**src/kse_defs.svh**
```systemverilog
// Constants of the keypad scratch entry block
`ifndef KSE_DEFS_SVH
`define KSE_DEFS_SVH

// ------------------------------------------------------------
// Key codes
// ------------------------------------------------------------
`define KSE_KEY_DIG_MAX   5'h09
`define KSE_KEY_POST1     5'h0a
`define KSE_KEY_POST2     5'h0b
`define KSE_KEY_POST3     5'h0c
`define KSE_KEY_BKSP      5'h0d
`define KSE_KEY_COMMIT    5'h0e
`define KSE_KEY_WIPE      5'h0f
`define KSE_KEY_ACK       5'h10
`define KSE_KEY_PG_BACK   5'h11
`define KSE_KEY_PG_FWD    5'h12
`define KSE_KEY_POINT     5'h13

// ------------------------------------------------------------
// Characters, sizes, message codes and first page number
// ------------------------------------------------------------
`define KSE_CH_BLANK      8'h20
`define KSE_CH_POINT      8'h2e
`define KSE_CH_ZERO       8'h30
`define KSE_CH_LETTER     8'h41
`define KSE_SCR_DEPTH     10
`define KSE_CHAR_W        8
`define KSE_MSG_NONE      4'h0
`define KSE_MSG_ENTRY     4'h1
`define KSE_PAGE_FIRST    4'h1

`endif

```
**src/kse_core_note_placeholder_unused.sv**
```systemverilog
// Intentionally empty compilation unit
`default_nettype none
`default_nettype wire

```
**src/kse_pkg.sv**
```systemverilog
// Types of the keypad scratch entry block
`default_nettype none

package kse_pkg;
	typedef enum logic {KSE_IDLE, KSE_WAIT} kse_state_t;
	typedef enum logic [1:0] {KSE_V_OK, KSE_V_ADV, KSE_V_ENTRY, KSE_V_SYSOP} kse_verdict_t;
	typedef enum logic [1:0] {KSE_MK_NONE, KSE_MK_ENTRY, KSE_MK_SYSOP, KSE_MK_ADV} kse_msgk_t;
	typedef enum logic [2:0] {KSE_OP_NONE, KSE_OP_PUSH, KSE_OP_REPL, KSE_OP_POP,
		KSE_OP_CLR} kse_scrop_t;
endpackage : kse_pkg

`default_nettype wire

```
**src/kse_core.sv**
```systemverilog
// Keypad and touchpoint data entry controller
`default_nettype none
`include "kse_defs.svh"

module kse_core
	import kse_pkg::*;
#(
	parameter int DEPTH = `KSE_SCR_DEPTH,
	parameter int W     = `KSE_CHAR_W
) (
	input  wire logic             mclk_i,
	input  wire logic             rst_n_i,
	input  wire logic             key_valid_i,
	input  wire logic [4:0]       key_code_i,
	input  wire logic             touch_valid_i,
	input  wire logic [2:0]       touch_idx_i,
	input  wire logic [7:0]       entry_mask_i,
	input  wire logic [7:0]       dual_mask_i,
	input  wire logic [3:0]       int_limit_i,
	input  wire logic [3:0]       page_count_i,
	input  wire logic             set_sel_i,
	input  wire logic             set_is_wp_i,
	input  wire logic [3:0]       wp_page_i,
	input  wire logic             verdict_valid_i,
	input  wire kse_verdict_t     verdict_i,
	input  wire logic [3:0]       verdict_msg_i,
	input  wire logic             sysop_err_i,
	input  wire logic [3:0]       sysop_msg_i,
	input  wire logic             warn_i,
	output var  logic [DEPTH*W-1:0] scratch_o,
	output var  logic [3:0]       scratch_len_o,
	output var  logic             dp_implied_o,
	output var  logic             cursor_on_o,
	output var  logic [2:0]       cursor_pos_o,
	output var  logic             cursor_line_o,
	output var  logic             commit_req_o,
	output var  logic             store_o,
	output var  logic [2:0]       store_field_o,
	output var  logic             store_line_o,
	output var  logic             restore_o,
	output var  logic [3:0]       msg_code_o,
	output var  logic             msg_lock_o,
	output var  logic             warn_light_o,
	output var  logic [3:0]       page_o
);
	// ------------------------------------------------------------
	// Pin synchronisers and scratch buffer
	// ------------------------------------------------------------
	logic       key_s;
	logic [4:0] code_s;
	logic       touch_s;
	logic [2:0] tidx_s;

	// Code bits must settle before valid rises; they share the valid's delay
	kse_sync #(.WIDTH(10)) u_sync (
		.mclk_i  (mclk_i),
		.rst_n_i (rst_n_i),
		.d_i     ({key_valid_i, key_code_i, touch_valid_i, touch_idx_i}),
		.q_o     ({key_s, code_s, touch_s, tidx_s})
	);

	kse_scrop_t         scr_op;
	logic [W-1:0]       scr_ch;
	logic [DEPTH*W-1:0] scr_buf;
	logic [3:0]         scr_len;

	kse_scratch #(.DEPTH(DEPTH), .W(W)) u_scratch (
		.mclk_i  (mclk_i),
		.rst_n_i (rst_n_i),
		.op_i    (scr_op),
		.ch_i    (scr_ch),
		.buf_o   (scr_buf),
		.len_o   (scr_len)
	);

	// ------------------------------------------------------------
	// State
	// ------------------------------------------------------------
	kse_state_t state_r, state_nxt;
	kse_msgk_t  msgk_r, msgk_nxt;
	logic       key_prev_r, key_prev_nxt, touch_prev_r, touch_prev_nxt;
	logic       post_r, post_nxt, cur_on_r, cur_on_nxt, cur_line_r, cur_line_nxt;
	logic [2:0] cur_pos_r, cur_pos_nxt, sfield_r, sfield_nxt;
	logic [3:0] msg_r, msg_nxt, page_r, page_nxt;
	logic       warn_r, warn_nxt, req_r, req_nxt, store_r, store_nxt;
	logic       sline_r, sline_nxt, rest_r, rest_nxt, lock_r, lock_nxt, dpi_r, dpi_nxt;

	logic       lock, key_take, touch_take, do_wipe, do_adv, moved, dp_found;
	logic [3:0] dp_idx, int_digits, nx;

	// Next entry touchpoint above p: index order is left column then right
	function automatic logic [3:0] next_entry(input logic [2:0] p, input logic [7:0] m);
		logic [3:0] r;
		r = 4'h0;
		for (int i = 7; i >= 0; i--) begin
			if (i > int'(p) && m[i]) begin
				r = {1'b1, 3'(i)};
			end
		end
		return r;
	endfunction : next_entry

	assign lock       = (msgk_r == KSE_MK_ENTRY) || (msgk_r == KSE_MK_SYSOP);
	assign key_take   = key_s && !key_prev_r && (state_r == KSE_IDLE);
	assign touch_take = touch_s && !touch_prev_r && (state_r == KSE_IDLE) && !key_take;

	always_comb begin
		dp_found = 1'b0;
		dp_idx   = 4'h0;
		for (int i = DEPTH - 1; i >= 0; i--) begin
			if (4'(i) < scr_len && scr_buf[i*W +: W] == `KSE_CH_POINT) begin
				dp_found = 1'b1;
				dp_idx   = 4'(i);
			end
		end
		int_digits = dp_found ? scr_len - dp_idx - 4'h1 : scr_len;
	end

	// ------------------------------------------------------------
	// Event processing
	// ------------------------------------------------------------
	always_comb begin
		state_nxt = state_r;      msgk_nxt = msgk_r;      msg_nxt = msg_r;
		key_prev_nxt = key_s ? key_prev_r : 1'b0;
		touch_prev_nxt = touch_s ? touch_prev_r : 1'b0;
		post_nxt = post_r;        cur_on_nxt = cur_on_r;  cur_pos_nxt = cur_pos_r;
		cur_line_nxt = cur_line_r; page_nxt = page_r;     warn_nxt = warn_r;
		sfield_nxt = sfield_r;    sline_nxt = sline_r;
		req_nxt = 1'b0;  store_nxt = 1'b0;  rest_nxt = 1'b0;
		scr_op = KSE_OP_NONE;     scr_ch = `KSE_CH_BLANK;
		do_wipe = 1'b0;  do_adv = 1'b0;  moved = 1'b0;
		nx = next_entry(cur_pos_r, entry_mask_i);
		case (state_r)
			KSE_IDLE: begin
				if (key_take) begin
					key_prev_nxt = 1'b1;
					post_nxt     = 1'b0;
					if (lock) begin
						do_wipe = (code_s == `KSE_KEY_WIPE);
					end else if (code_s <= `KSE_KEY_DIG_MAX) begin
						scr_op   = KSE_OP_PUSH;
						scr_ch   = `KSE_CH_ZERO + {3'h0, code_s};
						post_nxt = (scr_len != 4'(DEPTH));
					end else begin
						case (code_s)
							`KSE_KEY_POST1, `KSE_KEY_POST2, `KSE_KEY_POST3: if (post_r) begin
								scr_op = KSE_OP_REPL;
								scr_ch = `KSE_CH_LETTER + 8'(3 * (scr_buf[3:0]))
									+ {3'h0, code_s} - {3'h0, `KSE_KEY_POST1};
							end
							`KSE_KEY_POINT: scr_op = KSE_OP_PUSH;
							`KSE_KEY_BKSP:  scr_op = KSE_OP_POP;
							`KSE_KEY_WIPE:  do_wipe = 1'b1;
							`KSE_KEY_ACK:   warn_nxt = 1'b0;
							`KSE_KEY_PG_FWD: begin
								page_nxt = (page_r >= page_count_i) ? `KSE_PAGE_FIRST
									: page_r + 4'h1;
								cur_on_nxt = 1'b0;
								moved = 1'b1;
							end
							`KSE_KEY_PG_BACK: begin
								page_nxt = (page_r <= `KSE_PAGE_FIRST) ? page_count_i
									: page_r - 4'h1;
								cur_on_nxt = 1'b0;
								moved = 1'b1;
							end
							`KSE_KEY_COMMIT: if (cur_on_r) begin
								if (scr_len == 4'h0) begin
									do_adv = 1'b1;
								end else if (int_digits > int_limit_i) begin
									msgk_nxt = KSE_MK_ENTRY;
									msg_nxt  = `KSE_MSG_ENTRY;
								end else begin
									req_nxt   = 1'b1;
									state_nxt = KSE_WAIT;
								end
							end
							default: ;
						endcase
					end
					if (code_s == `KSE_KEY_POINT && !lock) begin
						scr_ch = `KSE_CH_POINT;
					end
				end else if (touch_take) begin
					touch_prev_nxt = 1'b1;
					if (!lock) begin
						moved = 1'b1;
						if (!entry_mask_i[tidx_s]) begin
							cur_on_nxt = 1'b0;
						end else if (cur_on_r && cur_pos_r == tidx_s) begin
							if (dual_mask_i[tidx_s]) begin
								cur_line_nxt = !cur_line_r;
							end else begin
								cur_on_nxt = 1'b0;
							end
						end else begin
							cur_on_nxt   = 1'b1;
							cur_pos_nxt  = tidx_s;
							cur_line_nxt = 1'b0;
						end
					end
				end
			end
			KSE_WAIT: if (verdict_valid_i) begin
				state_nxt = KSE_IDLE;
				case (verdict_i)
					KSE_V_OK: begin
						store_nxt = 1'b1;
						do_adv    = 1'b1;
						msgk_nxt  = KSE_MK_NONE;
						msg_nxt   = `KSE_MSG_NONE;
					end
					KSE_V_ADV: begin
						store_nxt = 1'b1;
						do_adv    = 1'b1;
						msgk_nxt  = KSE_MK_ADV;
						msg_nxt   = verdict_msg_i;
					end
					KSE_V_ENTRY: begin
						msgk_nxt = KSE_MK_ENTRY;
						msg_nxt  = verdict_msg_i;
					end
					default: begin
						msgk_nxt = KSE_MK_SYSOP;
						msg_nxt  = verdict_msg_i;
					end
				endcase
			end
			default: state_nxt = KSE_IDLE;
		endcase
		if (store_nxt) begin
			sfield_nxt = cur_pos_r;
			sline_nxt  = cur_line_r;
		end
		if (do_adv) begin
			moved = 1'b1;
			if (dual_mask_i[cur_pos_r] && !cur_line_r) begin
				cur_line_nxt = 1'b1;
			end else if (nx[3]) begin
				cur_pos_nxt  = nx[2:0];
				cur_line_nxt = 1'b0;
			end else begin
				cur_on_nxt = 1'b0;
			end
		end
		if (do_wipe) begin
			if (msgk_r == KSE_MK_ENTRY) begin
				scr_op   = KSE_OP_CLR;
				msgk_nxt = KSE_MK_NONE;
				msg_nxt  = `KSE_MSG_NONE;
			end else if (msgk_r == KSE_MK_SYSOP) begin
				msgk_nxt = KSE_MK_NONE;
				msg_nxt  = `KSE_MSG_NONE;
			end else if (scr_len != 4'h0) begin
				scr_op = KSE_OP_CLR;
			end else if (msgk_r == KSE_MK_ADV) begin
				msgk_nxt = KSE_MK_NONE;
				msg_nxt  = `KSE_MSG_NONE;
			end else if (cur_on_r) begin
				rest_nxt = 1'b1;
			end
		end
		if (set_sel_i) begin
			page_nxt   = set_is_wp_i ? wp_page_i : `KSE_PAGE_FIRST;
			cur_on_nxt = 1'b0;
			moved      = 1'b1;
		end
		if (moved) begin
			post_nxt = 1'b0; // Stale pairing must not rename a char after a clear
			scr_op = KSE_OP_CLR;
		end
		// Hardware sets come last so they win over a clear in the same cycle
		if (sysop_err_i) begin
			msgk_nxt = KSE_MK_SYSOP;
			msg_nxt  = sysop_msg_i;
		end
		if (warn_i) begin
			warn_nxt = 1'b1;
		end
		lock_nxt = (msgk_nxt == KSE_MK_ENTRY) || (msgk_nxt == KSE_MK_SYSOP);
		dpi_nxt  = !dp_found;
	end

	always_ff @(posedge mclk_i or negedge rst_n_i) begin
		if (!rst_n_i) begin
			state_r <= KSE_IDLE;  msgk_r <= KSE_MK_NONE;  msg_r <= `KSE_MSG_NONE;
			key_prev_r <= 1'b0;   touch_prev_r <= 1'b0;   post_r <= 1'b0;
			cur_on_r <= 1'b0;     cur_pos_r <= 3'h0;      cur_line_r <= 1'b0;
			page_r <= `KSE_PAGE_FIRST;  warn_r <= 1'b0;   req_r <= 1'b0;
			store_r <= 1'b0;      sfield_r <= 3'h0;       sline_r <= 1'b0;
			rest_r <= 1'b0;       lock_r <= 1'b0;         dpi_r <= 1'b1;
		end else begin
			state_r <= state_nxt; msgk_r <= msgk_nxt;     msg_r <= msg_nxt;
			key_prev_r <= key_prev_nxt;  touch_prev_r <= touch_prev_nxt;
			post_r <= post_nxt;   cur_on_r <= cur_on_nxt; cur_pos_r <= cur_pos_nxt;
			cur_line_r <= cur_line_nxt;  page_r <= page_nxt;  warn_r <= warn_nxt;
			req_r <= req_nxt;     store_r <= store_nxt;   sfield_r <= sfield_nxt;
			sline_r <= sline_nxt; rest_r <= rest_nxt;     lock_r <= lock_nxt;
			dpi_r <= dpi_nxt;
		end
	end

	assign scratch_o = scr_buf;      assign scratch_len_o = scr_len;
	assign dp_implied_o = dpi_r;     assign cursor_on_o = cur_on_r;
	assign cursor_pos_o = cur_pos_r; assign cursor_line_o = cur_line_r;
	assign commit_req_o = req_r;     assign store_o = store_r;
	assign store_field_o = sfield_r; assign store_line_o = sline_r;
	assign restore_o = rest_r;       assign msg_code_o = msg_r;
	assign msg_lock_o = lock_r;      assign warn_light_o = warn_r;
	assign page_o = page_r;

	logic plain_key;
	assign plain_key = key_take && !lock && !set_sel_i && !touch_take;
endmodule : kse_core

`default_nettype wire

```
**src/kse_sync.sv**
```systemverilog
// Two-flop synchroniser for pin inputs
`default_nettype none

module kse_sync #(
	parameter int WIDTH = 1
) (
	input  wire logic             mclk_i,
	input  wire logic             rst_n_i,
	input  wire logic [WIDTH-1:0] d_i,
	output var  logic [WIDTH-1:0] q_o
);
	logic [WIDTH-1:0] meta_r;
	logic [WIDTH-1:0] q_r;

	always_ff @(posedge mclk_i or negedge rst_n_i) begin
		if (!rst_n_i) begin
			meta_r <= '0;
			q_r    <= '0;
		end else begin
			meta_r <= d_i;
			q_r    <= meta_r;
		end
	end

	assign q_o = q_r;
endmodule : kse_sync

`default_nettype wire

```
**src/kse_scratch.sv**
```systemverilog
// Right-justified scratch buffer, newest character in the low slot
`default_nettype none
`include "kse_defs.svh"

module kse_scratch
	import kse_pkg::*;
#(
	parameter int DEPTH = `KSE_SCR_DEPTH,
	parameter int W     = `KSE_CHAR_W
) (
	input  wire logic             mclk_i,
	input  wire logic             rst_n_i,
	input  wire kse_scrop_t       op_i,
	input  wire logic [W-1:0]     ch_i,
	output var  logic [DEPTH*W-1:0] buf_o,
	output var  logic [3:0]       len_o
);
	localparam logic [3:0] FULL = 4'(DEPTH);

	logic [DEPTH*W-1:0] buf_r;
	logic [DEPTH*W-1:0] buf_nxt;
	logic [3:0]         len_r;
	logic [3:0]         len_nxt;

	always_comb begin
		buf_nxt = buf_r;
		len_nxt = len_r;
		case (op_i)
			KSE_OP_PUSH: if (len_r != FULL) begin
				buf_nxt = {buf_r[DEPTH*W-W-1:0], ch_i};
				len_nxt = len_r + 4'h1;
			end
			KSE_OP_REPL: buf_nxt[W-1:0] = ch_i;
			KSE_OP_POP: if (len_r != 4'h0) begin
				buf_nxt = {`KSE_CH_BLANK, buf_r[DEPTH*W-1:W]};
				len_nxt = len_r - 4'h1;
			end
			KSE_OP_CLR: begin
				buf_nxt = {DEPTH{`KSE_CH_BLANK}};
				len_nxt = 4'h0;
			end
			default: ;
		endcase
	end

	always_ff @(posedge mclk_i or negedge rst_n_i) begin
		if (!rst_n_i) begin
			buf_r <= {DEPTH{`KSE_CH_BLANK}};
			len_r <= 4'h0;
		end else begin
			buf_r <= buf_nxt;
			len_r <= len_nxt;
		end
	end

	assign buf_o = buf_r;
	assign len_o = len_r;
endmodule : kse_scratch

`default_nettype wire

```
**config.mk**
```make
export PLATFORM = sky130hd
export DESIGN_NAME = kse_core
export DESIGN_NICKNAME = d
export VERILOG_FILES = /design/src/kse_core_note_placeholder_unused.sv /design/src/kse_pkg.sv /design/src/kse_core.sv /design/src/kse_sync.sv /design/src/kse_scratch.sv
export VERILOG_INCLUDE_DIRS = /design/src /design/src/src
export SDC_FILE = /design/constraint.sdc
export NUM_CORES = 1
export LEC_CHECK = 0
export BUFFER_PORTS_ARGS = -buffer_cell sky130_fd_sc_hd__buf_4
export CAP_MARGIN = 5
export CORE_UTILIZATION = 55
export DETAILED_ROUTE_END_ITERATION = 7
export GPL_TIMING_DRIVEN = 0
export HOLD_SLACK_MARGIN = 0.15
export PLACE_DENSITY = 0.8
export SYNTH_ARGS = -nofsm -noshare
export SYNTH_HDL_FRONTEND = slang
export SYNTH_SLANG_ARGS = --single-unit
```
**constraint.sdc**
```tcl
create_clock -name mclk_i -period 5.34 [get_ports mclk_i]
set_input_delay 1.602 -clock mclk_i [delete_from_list [all_inputs] [get_ports mclk_i]]
set_output_delay 1.602 -clock mclk_i [all_outputs]
set_load 0.01 [all_outputs]
```
==> metrics, run 1 <==
worst vdd ir roughly 0.25 mV; Rows 43; most common cell after layout, fill and taps aside buf_4; Buf+Inv Stages, Crit Path 1; Tcrit/Tclk final 0.881; CTS tree yes; Placed Instances 1,167; post-CTS setup buffers 0; Setup Skew 0.00712 ns; total negative setup slack 0 ns; Fin. Hold Viols 0; outcome finished clean; # diodes 0; static leakage 0.00454 uW; hold_buf cts 0; clk root buf clkbuf_16; Mean Syn Cell Area just under 10 um^2; area grow syn2layout 25.3%; Total Wirelength between 20 and 25 mm; synth top area cells dfrtp_1, a21oi_1, a22oi_1; Initial Util 0.572; Worst Hold Launch u_sync.meta_r[6]$_DFF_PN0_; Tot GR Track Use 0.324; R2R setup slack between 0.6 and 0.7 ns; GR Layer Usage met1 0.462; met2 Use GR 0.494; Clk pin slew, worst setup/hold paths 0.06 ns; initial antenna violation count 0; Startpoint Class flip-flop; fin nets roughly 1,100; cell count of the worst reg-to-reg path 18; drt initial violations ~730; Mapped Area about 8000 um^2; delay-heaviest family, CP simple AND/OR/NAND/NOR gates; Pint 2020 uW; number of H-tree levels 4; Die Wd roughly 120 um; Data arrival, critical path 4.99 ns; sequential fraction of design power 0.427; Yosys reg bits between 100 and 150; Gate Count Post-Synth 825; minimum clock period after layout around 4.7 ns; Fill cells between 1,000 and 1,500; RSZ-0062 raised after global routing false; synth unique cells slightly below 90; largest net degree at the start of global routing between 100 and 150; Vias/cell 6.39; post-synth top area share 0.377; CP Max Fanout 9; Longest Clk Path Bufs 2; Slew @ Worst Pin 0.666 ns; Pwr Density around 280 nW/um^2; CTS Buf Count 17; Vert. Die Dim around 120 um; WHS Path Cells 0; max cap viols 0; Non-Filler Instances between 1,000 and 1,500; grt ovf 0; first-pass GRT wire length about 37 mm; DR WL/cell roughly 20 um; Post-synth EDFFs 0; Post-CTS Resized 0; RD Place Congestion just over 0.9; cell mode on critical path ha_1; full die area about 15,000 um^2; Slew Limit Fails 0; WHS Endpoint u_sync.q_o[6]$_DFF_PN0_; layout cells sized above 1 0.268; vias in the first global route approximately 7,000; Sw Ratio 0.286; sequential area share after synthesis 0.416; IO Count between 150 and 200; ys async rst share 1.00; max incr delay on CP around 0.5 ns; worst reg2reg path endpoint msg_lock_o$_DFF_PN0_; clk_lat worst skew between 0.4 and 0.5 ns; PortBufs ~160; clock sinks 133; Critical Path Slowest Stage Cell dfrtp_1; R2R Path Start u_scratch.len_o[1]$_DFFE_PN0P_; Synth area leader dfrtp_1; Final ANT Viol Nets 0; relative slew slack 0.550; ys flop type dfrtp_1; most frequent cells in the layout buf_4, dfrtp_1, a21oi_1; GR peak layer met2; CP Cell Sequence inv_1 > ha_1 > nor3b_4 > o22ai_1 > o31ai_1 > nor2_1 > ha_1 > a21o_1 > a21oi_1 > nor2_1 > mux2i_1 > xnor2_1 > ha_1 > and4_1 > a21oi_1 > nor4b_1 > o41ai_1 > xor2_1; fmax between 200 and 250 MHz; WS Path Type flip-flop to flip-flop; switching power around 810 uW; HP Class flip-flop to flip-flop; critical path endpoint category flip-flop; Post-DP HPWL roughly 17 mm; syn nets 920; combinational group share of total power 0.177; DRC violations left 0; CP required 5.62 ns; yosys warns 0; Core Region 14,000 um^2; total number of vias around 7,700; Final setup viols 0; drt pass-1 iters 8; M3 GR Usage 0.0716; Clock power frac 0.395
==> sequential cells by signal (all words and copies together) (netlist names), 2 cells and up <==
name,cells
cursor_pos_o,3
msg_code_o,4
msgk_r,2
page_o,4
store_field_o,3
u_scratch.buf_o,80
u_scratch.len_o,4
u_sync.meta_r,10
u_sync.q_o,10
==> worst register-to-register path, stage by stage, from the launching register on <==
cell,delay (ns)
dfrtp_1,0.50
inv_1,0.22
ha_1,0.24
nor3b_4,0.46
o22ai_1,0.22
o31ai_1,0.28
nor2_1,0.12
ha_1,0.22
a21o_1,0.16
a21oi_1,0.18
nor2_1,0.06
mux2i_1,0.19
xnor2_1,0.15
ha_1,0.27
and4_1,0.21
a21oi_1,0.24
nor4b_1,0.46
o41ai_1,0.19
xor2_1,0.17
==> through the flow <==
stage | hold WS, ns | setup WS, ns | total power [uW] | utilization | area, um^2
after floorplan | 0.331 | 1.38 | 1460 | - | 8030
final | 0.345 | 0.635 | 2830 | 0.716 | 10100
after global placement | 0.332 | 0.876 | 1700 | 0.674 | 9470
after detailed placement | 0.335 | 0.830 | 1720 | 0.676 | 9500
after CTS | 0.347 | 0.693 | 2830 | 0.716 | 10100
after global routing | 0.351 | 0.368 | 2940 | 0.716 | 10100
==> worst max-delay path by stage <==
stage | cells past startpoint | start | to
2_1_floorplan | 17 | u_scratch.buf_o[37]$_DFFE_PN1P_ | msg_lock_o$_DFF_PN0_
3_3_place_gp | 17 | u_scratch.len_o[1]$_DFFE_PN0P_ | msg_lock_o$_DFF_PN0_
3_5_place_dp | 18 | u_scratch.len_o[1]$_DFFE_PN0P_ | msg_lock_o$_DFF_PN0_
4_1_cts | 18 | u_scratch.len_o[1]$_DFFE_PN0P_ | msg_lock_o$_DFF_PN0_
5_1_grt | 18 | u_scratch.len_o[1]$_DFFE_PN0P_ | msg_lock_o$_DFF_PN0_
6_report | 18 | u_scratch.len_o[1]$_DFFE_PN0P_ | msg_lock_o$_DFF_PN0_
==> layout make-up <==
| type | count | area, um^2 | area share |
|---|---|---|---|
| multi-input cells | 601 | 4290 | 0.427 |
| flip-flops and latches | 133 | 3340 | 0.332 |
| repair buffers | 162 | 1240 | 0.123 |
| clock buffers | 24 | 492 | 0.0489 |
| plain buffers | 54 | 255 | 0.0254 |
| well taps | 180 | 225 | 0.0224 |
| inverters | 37 | 139 | 0.0138 |
| clock inverters | 7 | 72.6 | 0.00721 |
==> Yosys cell counts (4+ instances only) <==
cell type / n
a211oi_1: 4
a21boi_0: 5
a21o_1: 10
a21oi_1: 90
a22o_1: 6
a22oi_1: 60
a32oi_1: 5
and2_1: 4
and3_1: 4
buf_2: 26
buf_4: 5
clkbuf_1: 22
dfrtp_1: 121
dfstp_2: 12
fa_1: 5
ha_1: 35
inv_1: 35
mux2_2: 5
mux2i_1: 18
mux4_2: 6
nand2_1: 45
nand2b_1: 8
nand3_1: 18
nand4_1: 7
nor2_1: 23
nor2b_1: 19
nor3_1: 67
nor4b_1: 6
nor4bb_1: 6
o211ai_1: 12
o21a_1: 5
o21ai_0: 18
o21ai_1: 9
o22ai_1: 8
o2bb2ai_1: 8
xnor2_1: 8
xor2_1: 6
==> kinds of logic (layout without fill, tap and decap cells) <==
group	count (synthesis)	after routing	synth area share
AOI/OAI and AO/OA	270	270	0.226
xor gates and xnor gates	14	14	0.0153
adders and majority gates	40	40	0.0670
buffers and inverters	91	284	0.0491
DFF	133	133	0.416
muxes	30	30	0.0477
and+or+nand+nor	247	247	0.179
==> per-layer routing <==
metal,vias to the layer above,part of all wire
li1,3460,-
met1,3728,0.42
met2,423,0.47
met3,40,0.088
met4,0,0.015
met5,-,0
==> power by group through the flow <==
stage                     Sequential (uW)  Clock (uW)  Combinational, uW
final                                1210        1120                503
after global routing                 1220        1170                552
after CTS                            1200        1120                502
after detailed placement             1220           0                498
after global placement               1220           0                485
after floorplan                      1210           0                253
No activity file was read; power rests on OpenSTA's default activity.
==> run 2, diff against run 1 <==
--- a/config.mk
+++ b/config.mk
@@ -8,11 +8,11 @@
 export LEC_CHECK = 0
 export BUFFER_PORTS_ARGS = -buffer_cell sky130_fd_sc_hd__buf_4
 export CAP_MARGIN = 5
-export CORE_UTILIZATION = 55
+export CORE_UTILIZATION = 56
 export DETAILED_ROUTE_END_ITERATION = 7
 export GPL_TIMING_DRIVEN = 0
 export HOLD_SLACK_MARGIN = 0.15
-export PLACE_DENSITY = 0.8
+export PLACE_DENSITY = 0.81
 export SYNTH_ARGS = -nofsm -noshare
 export SYNTH_HDL_FRONTEND = slang
 export SYNTH_SLANG_ARGS = --single-unit
==> metrics, run 2 (synthesis results as in run 1) <==
max cap viols 0 (unchanged); relative slew slack 0.607 (+0.0574); Die Wd 122 um (-0.88%); Total Wirelength 24.0 mm (+0.70%); DRC violations left 0 (unchanged); Clock power frac 0.439 (+0.044); M3 GR Usage 0.0744 (+0.00288); CTS tree yes; HP Class flip-flop to flip-flop; Setup Skew 0.00961 ns (+0.00248 ns); minimum clock period after layout 4.60 ns (-0.109 ns); Post-DP HPWL 17.0 mm (about the same); Longest Clk Path Bufs 2 (unchanged); most common cell after layout, fill and taps aside buf_4; WS Path Type flip-flop to flip-flop; CP required 5.61 ns (about the same); area grow syn2layout 26.7%; static leakage 0.00459 uW (+1.2%); PortBufs 161 (unchanged); IO Count 162 (unchanged); fin nets 1,101 (unchanged); clk root buf clkbuf_16; initial antenna violation count 0 (unchanged); Pwr Density 300 nW/um^2 (+6.6%); Rows 43 (unchanged); fmax 218 MHz (+2.4%); Placement Setup Slack 0.879 ns (+0.0492 ns); Final ANT Viol Nets 0 (unchanged); Setup WS post-layout 0.744 ns (+0.109 ns); DR WL/cell 20.0 um (+0.62%); vias in the first global route 7,268 (+3.1%); Startpoint Class flip-flop; Slew Limit Fails 0 (unchanged); clk_lat worst skew 0.42 ns (about the same); Vert. Die Dim 122 um (-0.88%); drt initial violations 1,008 (+37%); number of H-tree levels 4 (unchanged); Post-CTS Resized 0 (unchanged); switching power 840 uW (+3.6%); hold_buf cts 0 (unchanged); layout cells sized above 1 0.272 (+0.00366); GR Layer Usage met1 0.468 (+0.00653); Core Region 13,900 um^2 (-0.77%); Initial Util 0.576 (+0.00442); drt pass-1 iters 6 (-2); post-CTS setup buffers 0 (unchanged); Final setup viols 0 (unchanged); clock sinks 133 (unchanged); RSZ-0062 raised after global routing false; largest net degree at the start of global routing 102 (+0.99%); total number of vias 7,736 (+1.1%); met2 Use GR 0.519 (+0.0254); Clk pin slew, worst setup/hold paths 0.06 ns (about the same); sequential fraction of design power 0.396 (-0.031); Vias/cell 6.45 (+1.0%); grt ovf 0 (unchanged); combinational group share of total power 0.166 (-0.011); critical path endpoint category flip-flop; worst vdd ir 0.294 mV (+19%); Data arrival, critical path 4.87 ns (-0.12 ns); Slew @ Worst Pin 0.581 ns (-0.0849 ns); Tcrit/Tclk final 0.861 (-0.0204); CTS Buf Count 17 (unchanged); # diodes 0 (unchanged); most frequent cells in the layout buf_4, dfrtp_1, a21oi_1; Pint 2220 uW (+9.5%); CP Max Fanout 9 (unchanged); Sw Ratio 0.275 (-0.0112); R2R setup slack 0.74 ns (+0.11 ns); outcome finished clean; total negative setup slack 0 ns (unchanged); RD Place Congestion 0.887 (-4.0%); max reg flops 80 (unchanged); Fin. Hold Viols 0 (unchanged); first-pass GRT wire length 38.5 mm (+3.3%); full die area 14,800 um^2 (-1.8%); GR peak layer met2; Tot GR Track Use 0.335 (+0.0109)
## run 2: cell types whose count changed in the layout (fill, tap and decap cells not counted)
cell,previous run,this run
inv_6,0,2
bufinv_16,1,6
clkbuf_8,4,0
clkinv_4,2,4
clkinvlp_4,2,1
clkbuf_1,25,22
## run 2: worst max-delay path, cell delays in order, from the launching register on
cell and delay (ns):
dfrtp_1 0.51, inv_1 0.23, ha_1 0.25, nor3b_4 0.48, o22ai_1 0.23, o31ai_1 0.31, nor2_1 0.10, ha_1 0.20
a21o_1 0.15, a21oi_1 0.18, nor2_1 0.06, mux2i_1 0.16, xnor2_1 0.15, ha_1 0.28, and4_1 0.20, a21oi_1 0.21
nor4b_1 0.40, o41ai_1 0.18, xor2_1 0.17
## run 2: worst paths after layout
| check | start | to | cells past startpoint |
|---|---|---|---|
| min in group asynchronous | rst_n_i | u_scratch.buf_o[25]$_DFFE_PN0P_ | 1 |
| max in group asynchronous | rst_n_i | u_sync.q_o[4]$_DFF_PN0_ | 2 |
| worst min-delay path | u_sync.meta_r[7]$_DFF_PN0_ | u_sync.q_o[7]$_DFF_PN0_ | 0 |
| worst max register to register | u_scratch.len_o[1]$_DFFE_PN0P_ | msg_lock_o$_DFF_PN0_ | 18 |
| worst min register to register | u_sync.meta_r[7]$_DFF_PN0_ | u_sync.q_o[7]$_DFF_PN0_ | 0 |
| worst max-delay path | u_scratch.len_o[1]$_DFFE_PN0P_ | msg_lock_o$_DFF_PN0_ | 18 |
## run 2: layout make-up
cell class / instances / area [um^2]
clock inverters: 15 / 250
fillers: 1066 / 3760
multi-input cells: 601 / 4290
inverters: 37 / 139
clock buffers: 17 / 425
well taps: 180 / 225
repair buffers: 162 / 1240
flip-flops and latches: 133 / 3340
plain buffers: 54 / 255
## run 2: layer usage
| metal | part of all wire | vias to the layer above |
|---|---|---|
| met2 | 0.47 | 436 |
| met3 | 0.087 | 57 |
| met4 | 0.022 | 0 |
| li1 | - | 3471 |
| met5 | 0 | - |
| met1 | 0.42 | 3772 |
## run 2: power by group through the flow
| stage | Combinational [uW] | Clock [uW] | Sequential, uW |
|---|---|---|---|
| 2_1_floorplan | 253 | 0 | 1210 |
| 3_3_place_gp | 485 | 0 | 1220 |
| 3_5_place_dp | 500 | 0 | 1220 |
| 4_1_cts | 504 | 1350 | 1200 |
| 5_1_grt | 556 | 1390 | 1220 |
| 6_report | 506 | 1340 | 1210 |
## run 2: metrics by stage
step | utilization | area (um^2) | cells | hold WS (ns) | total power (uW)
after floorplan | - | 8030 | 825 | 0.331 | 1460
after global placement | 0.679 | 9470 | 1166 | 0.334 | 1700
after detailed placement | 0.682 | 9500 | 1167 | 0.335 | 1720
after CTS | 0.730 | 10200 | 1199 | 0.348 | 3060
after global routing | 0.730 | 10200 | 1199 | 0.357 | 3160
final | 0.730 | 10200 | 1199 | 0.346 | 3060
==> run 3, diff against run 2 <==
--- a/config.mk
+++ b/config.mk
@@ -8,6 +8,7 @@
 export LEC_CHECK = 0
 export BUFFER_PORTS_ARGS = -buffer_cell sky130_fd_sc_hd__buf_4
 export CAP_MARGIN = 5
+export CORE_MARGIN = 2
 export CORE_UTILIZATION = 56
 export DETAILED_ROUTE_END_ITERATION = 7
 export GPL_TIMING_DRIVEN = 0
==> metrics, run 3 (synthesis results as in run 1) <==
Placement Setup Slack 0.839 ns (-0.0403 ns); WHS Path Cells 0 (unchanged); relative slew slack 0.562 (-0.0454); WHS Endpoint u_sync.q_o[0]$_DFF_PN0_; CP Cell Sequence inv_1 > ha_1 > inv_1 > o2111ai_1 > o2bb2ai_1 > a21oi_1 > nor3_1 > nor2_1 > ha_1 > inv_1 > fa_1 > xnor2_1 > mux2_1 > ha_1 > and4_1 > a21oi_1 > nor4b_1 > o41ai_1 > xor2_1; Setup Skew 0.0100 ns (+0.000424 ns); CTS tree yes; Post-CTS Resized 0 (unchanged); PortBufs 161 (unchanged); Final setup viols 0 (unchanged); clock sinks 133 (unchanged); RSZ-0062 raised after global routing false; IO Count 162 (unchanged); R2R setup slack 0.77 ns (+0.03 ns); drt initial violations 770 (-24%); fin nets 1,101 (unchanged); Rows 43 (unchanged); max cap viols 0 (unchanged); Post-Layout Inst Area 10,100 um^2 (-0.79%); DRC violations left 0 (unchanged); worst vdd ir 0.198 mV (-33%); outcome finished clean; max reg flops 80 (unchanged); R2R Path Start u_scratch.len_o[1]$_DFFE_PN0P_; initial antenna violation count 0 (unchanged); clk root buf clkbuf_16; vias in the first global route 7,254 (-0.19%); Clk pin slew, worst setup/hold paths 0.06 ns (about the same); Worst Hold Launch u_sync.meta_r[0]$_DFF_PN0_; largest net degree at the start of global routing 77 (-25%); Critical Path Slowest Stage Cell dfrtp_1; static leakage 0.00454 uW (-1.1%); Tot GR Track Use 0.323 (-0.0116); first-pass GRT wire length 38.3 mm (-0.66%); Post-DP Area 9500 um^2 (unchanged); # diodes 0 (unchanged); Fill cells 1,062 (-0.38%); RD Place Congestion 0.912 (+2.7%); most frequent cells in the layout buf_4, dfrtp_1, a21oi_1; total negative setup slack 0 ns (unchanged); Vias/cell 6.44 (-0.13%); Slew @ Worst Pin 0.648 ns (+0.0671 ns); area grow syn2layout 25.7%; layout cells sized above 1 0.271 (-0.000981); Post-DP HPWL 17.2 mm (+1.4%); Initial Util 0.576 (unchanged); WS Path Type flip-flop to flip-flop; Fin. Hold Viols 0 (unchanged); grt ovf 0 (unchanged); minimum clock period after layout 4.57 ns (-0.0276 ns); Startpoint Class flip-flop; CTS Buf Count 17 (unchanged); total number of vias 7,726 (-0.13%); Sequential cell area 3340 um^2 (unchanged); drt pass-1 iters 5 (-1); Longest Clk Path Bufs 2 (unchanged); full die area 15,300 um^2 (+3.3%); cell count of the worst reg-to-reg path 19 (+1); fmax 219 MHz (+0.60%); number of H-tree levels 4 (unchanged); Die Wd 124 um (+1.6%); Vert. Die Dim 124 um (+1.6%); critical path endpoint category flip-flop; Slew Limit Fails 0 (unchanged); HP Class flip-flop to flip-flop; post-CTS setup buffers 0 (unchanged); hold_buf cts 0 (unchanged); Data arrival, critical path 4.86 ns (about the same); DR WL/cell 20.1 um (+0.23%); Pwr Density 286 nW/um^2 (-4.7%); CP Max Fanout 9 (unchanged); worst reg2reg path endpoint msg_lock_o$_DFF_PN0_; CP required 5.63 ns (+0.02 ns); Tcrit/Tclk final 0.855 (-0.00517); max incr delay on CP 0.53 ns (+0.02 ns); most common cell after layout, fill and taps aside buf_4; Setup WS post-layout 0.772 ns (+0.0276 ns); Final ANT Viol Nets 0 (unchanged); Total Wirelength 24.1 mm (+0.23%); total power 2890 uW (-5.4%); Core Region 13,900 um^2 (unchanged); area of the multi-input gates 4290 um^2 (unchanged); clk_lat worst skew 0.43 ns (about the same)
[run 3: cell type report]
| cell class | instances | share of cell area |
|---|---|---|
| clock buffers | 21 | 0.0466 |
| clock inverters | 11 | 0.0124 |
| multi-input cells | 601 | 0.425 |
| flip-flops and latches | 133 | 0.331 |
| plain buffers | 54 | 0.0253 |
| inverters | 37 | 0.0138 |
| repair buffers | 162 | 0.123 |
| well taps | 180 | 0.0223 |
[run 3: worst max path at each step]
stage	slack, ns	startpoint	end
final	0.77	u_scratch.len_o[1]$_DFFE_PN0P_	msg_lock_o$_DFF_PN0_
after global routing	0.29	u_scratch.len_o[1]$_DFFE_PN0P_	msg_lock_o$_DFF_PN0_
after CTS	0.79	u_scratch.buf_o[3]$_DFFE_PN0P_	msg_lock_o$_DFF_PN0_
after detailed placement	0.84	u_scratch.buf_o[3]$_DFFE_PN0P_	msg_lock_o$_DFF_PN0_
after global placement	0.87	u_scratch.len_o[1]$_DFFE_PN0P_	msg_lock_o$_DFF_PN0_
after floorplan	1.38	u_scratch.buf_o[37]$_DFFE_PN1P_	msg_lock_o$_DFF_PN0_
[run 3: critical path, delay by kind of cell, from the launching register on]
kind | cells | cell delay [ns]
AO/OA/AOI/OAI | 5 | 0.89
buffers and inverters | 3 | 0.42
XOR/XNOR | 2 | 0.30
adder cells (fa/ha/maj) | 4 | 1.16
flip-flops | 1 | 0.53
multiplexers | 1 | 0.29
AND/OR/NAND/NOR | 4 | 0.85
[run 3: report_power, final]
group	switching (uW)	total, uW	internal [uW]
Clock	452	1180	723
Combinational	256	506	250
Sequential	122	1210	1090
Total	830	2890	2060
[run 3: routing by layer]
layer  global-route usage  routed length, um  vias to the layer above
met4                0.101                464                        0
met3               0.0641               2170                       56
met5                    0                  0                        -
met2                0.500              11300                      447
met1                0.461              10100                     3772
li1                     -                  -                     3451
[run 3: through the flow]
| step | util | cells | hold WS [ns] |
|---|---|---|---|
| final | 0.724 | 1199 | 0.346 |
| after global routing | 0.724 | 1199 | 0.352 |
| after CTS | 0.724 | 1199 | 0.347 |
| after detailed placement | 0.682 | 1167 | 0.335 |
| after global placement | 0.679 | 1166 | 0.334 |
| after floorplan | - | 825 | 0.331 |
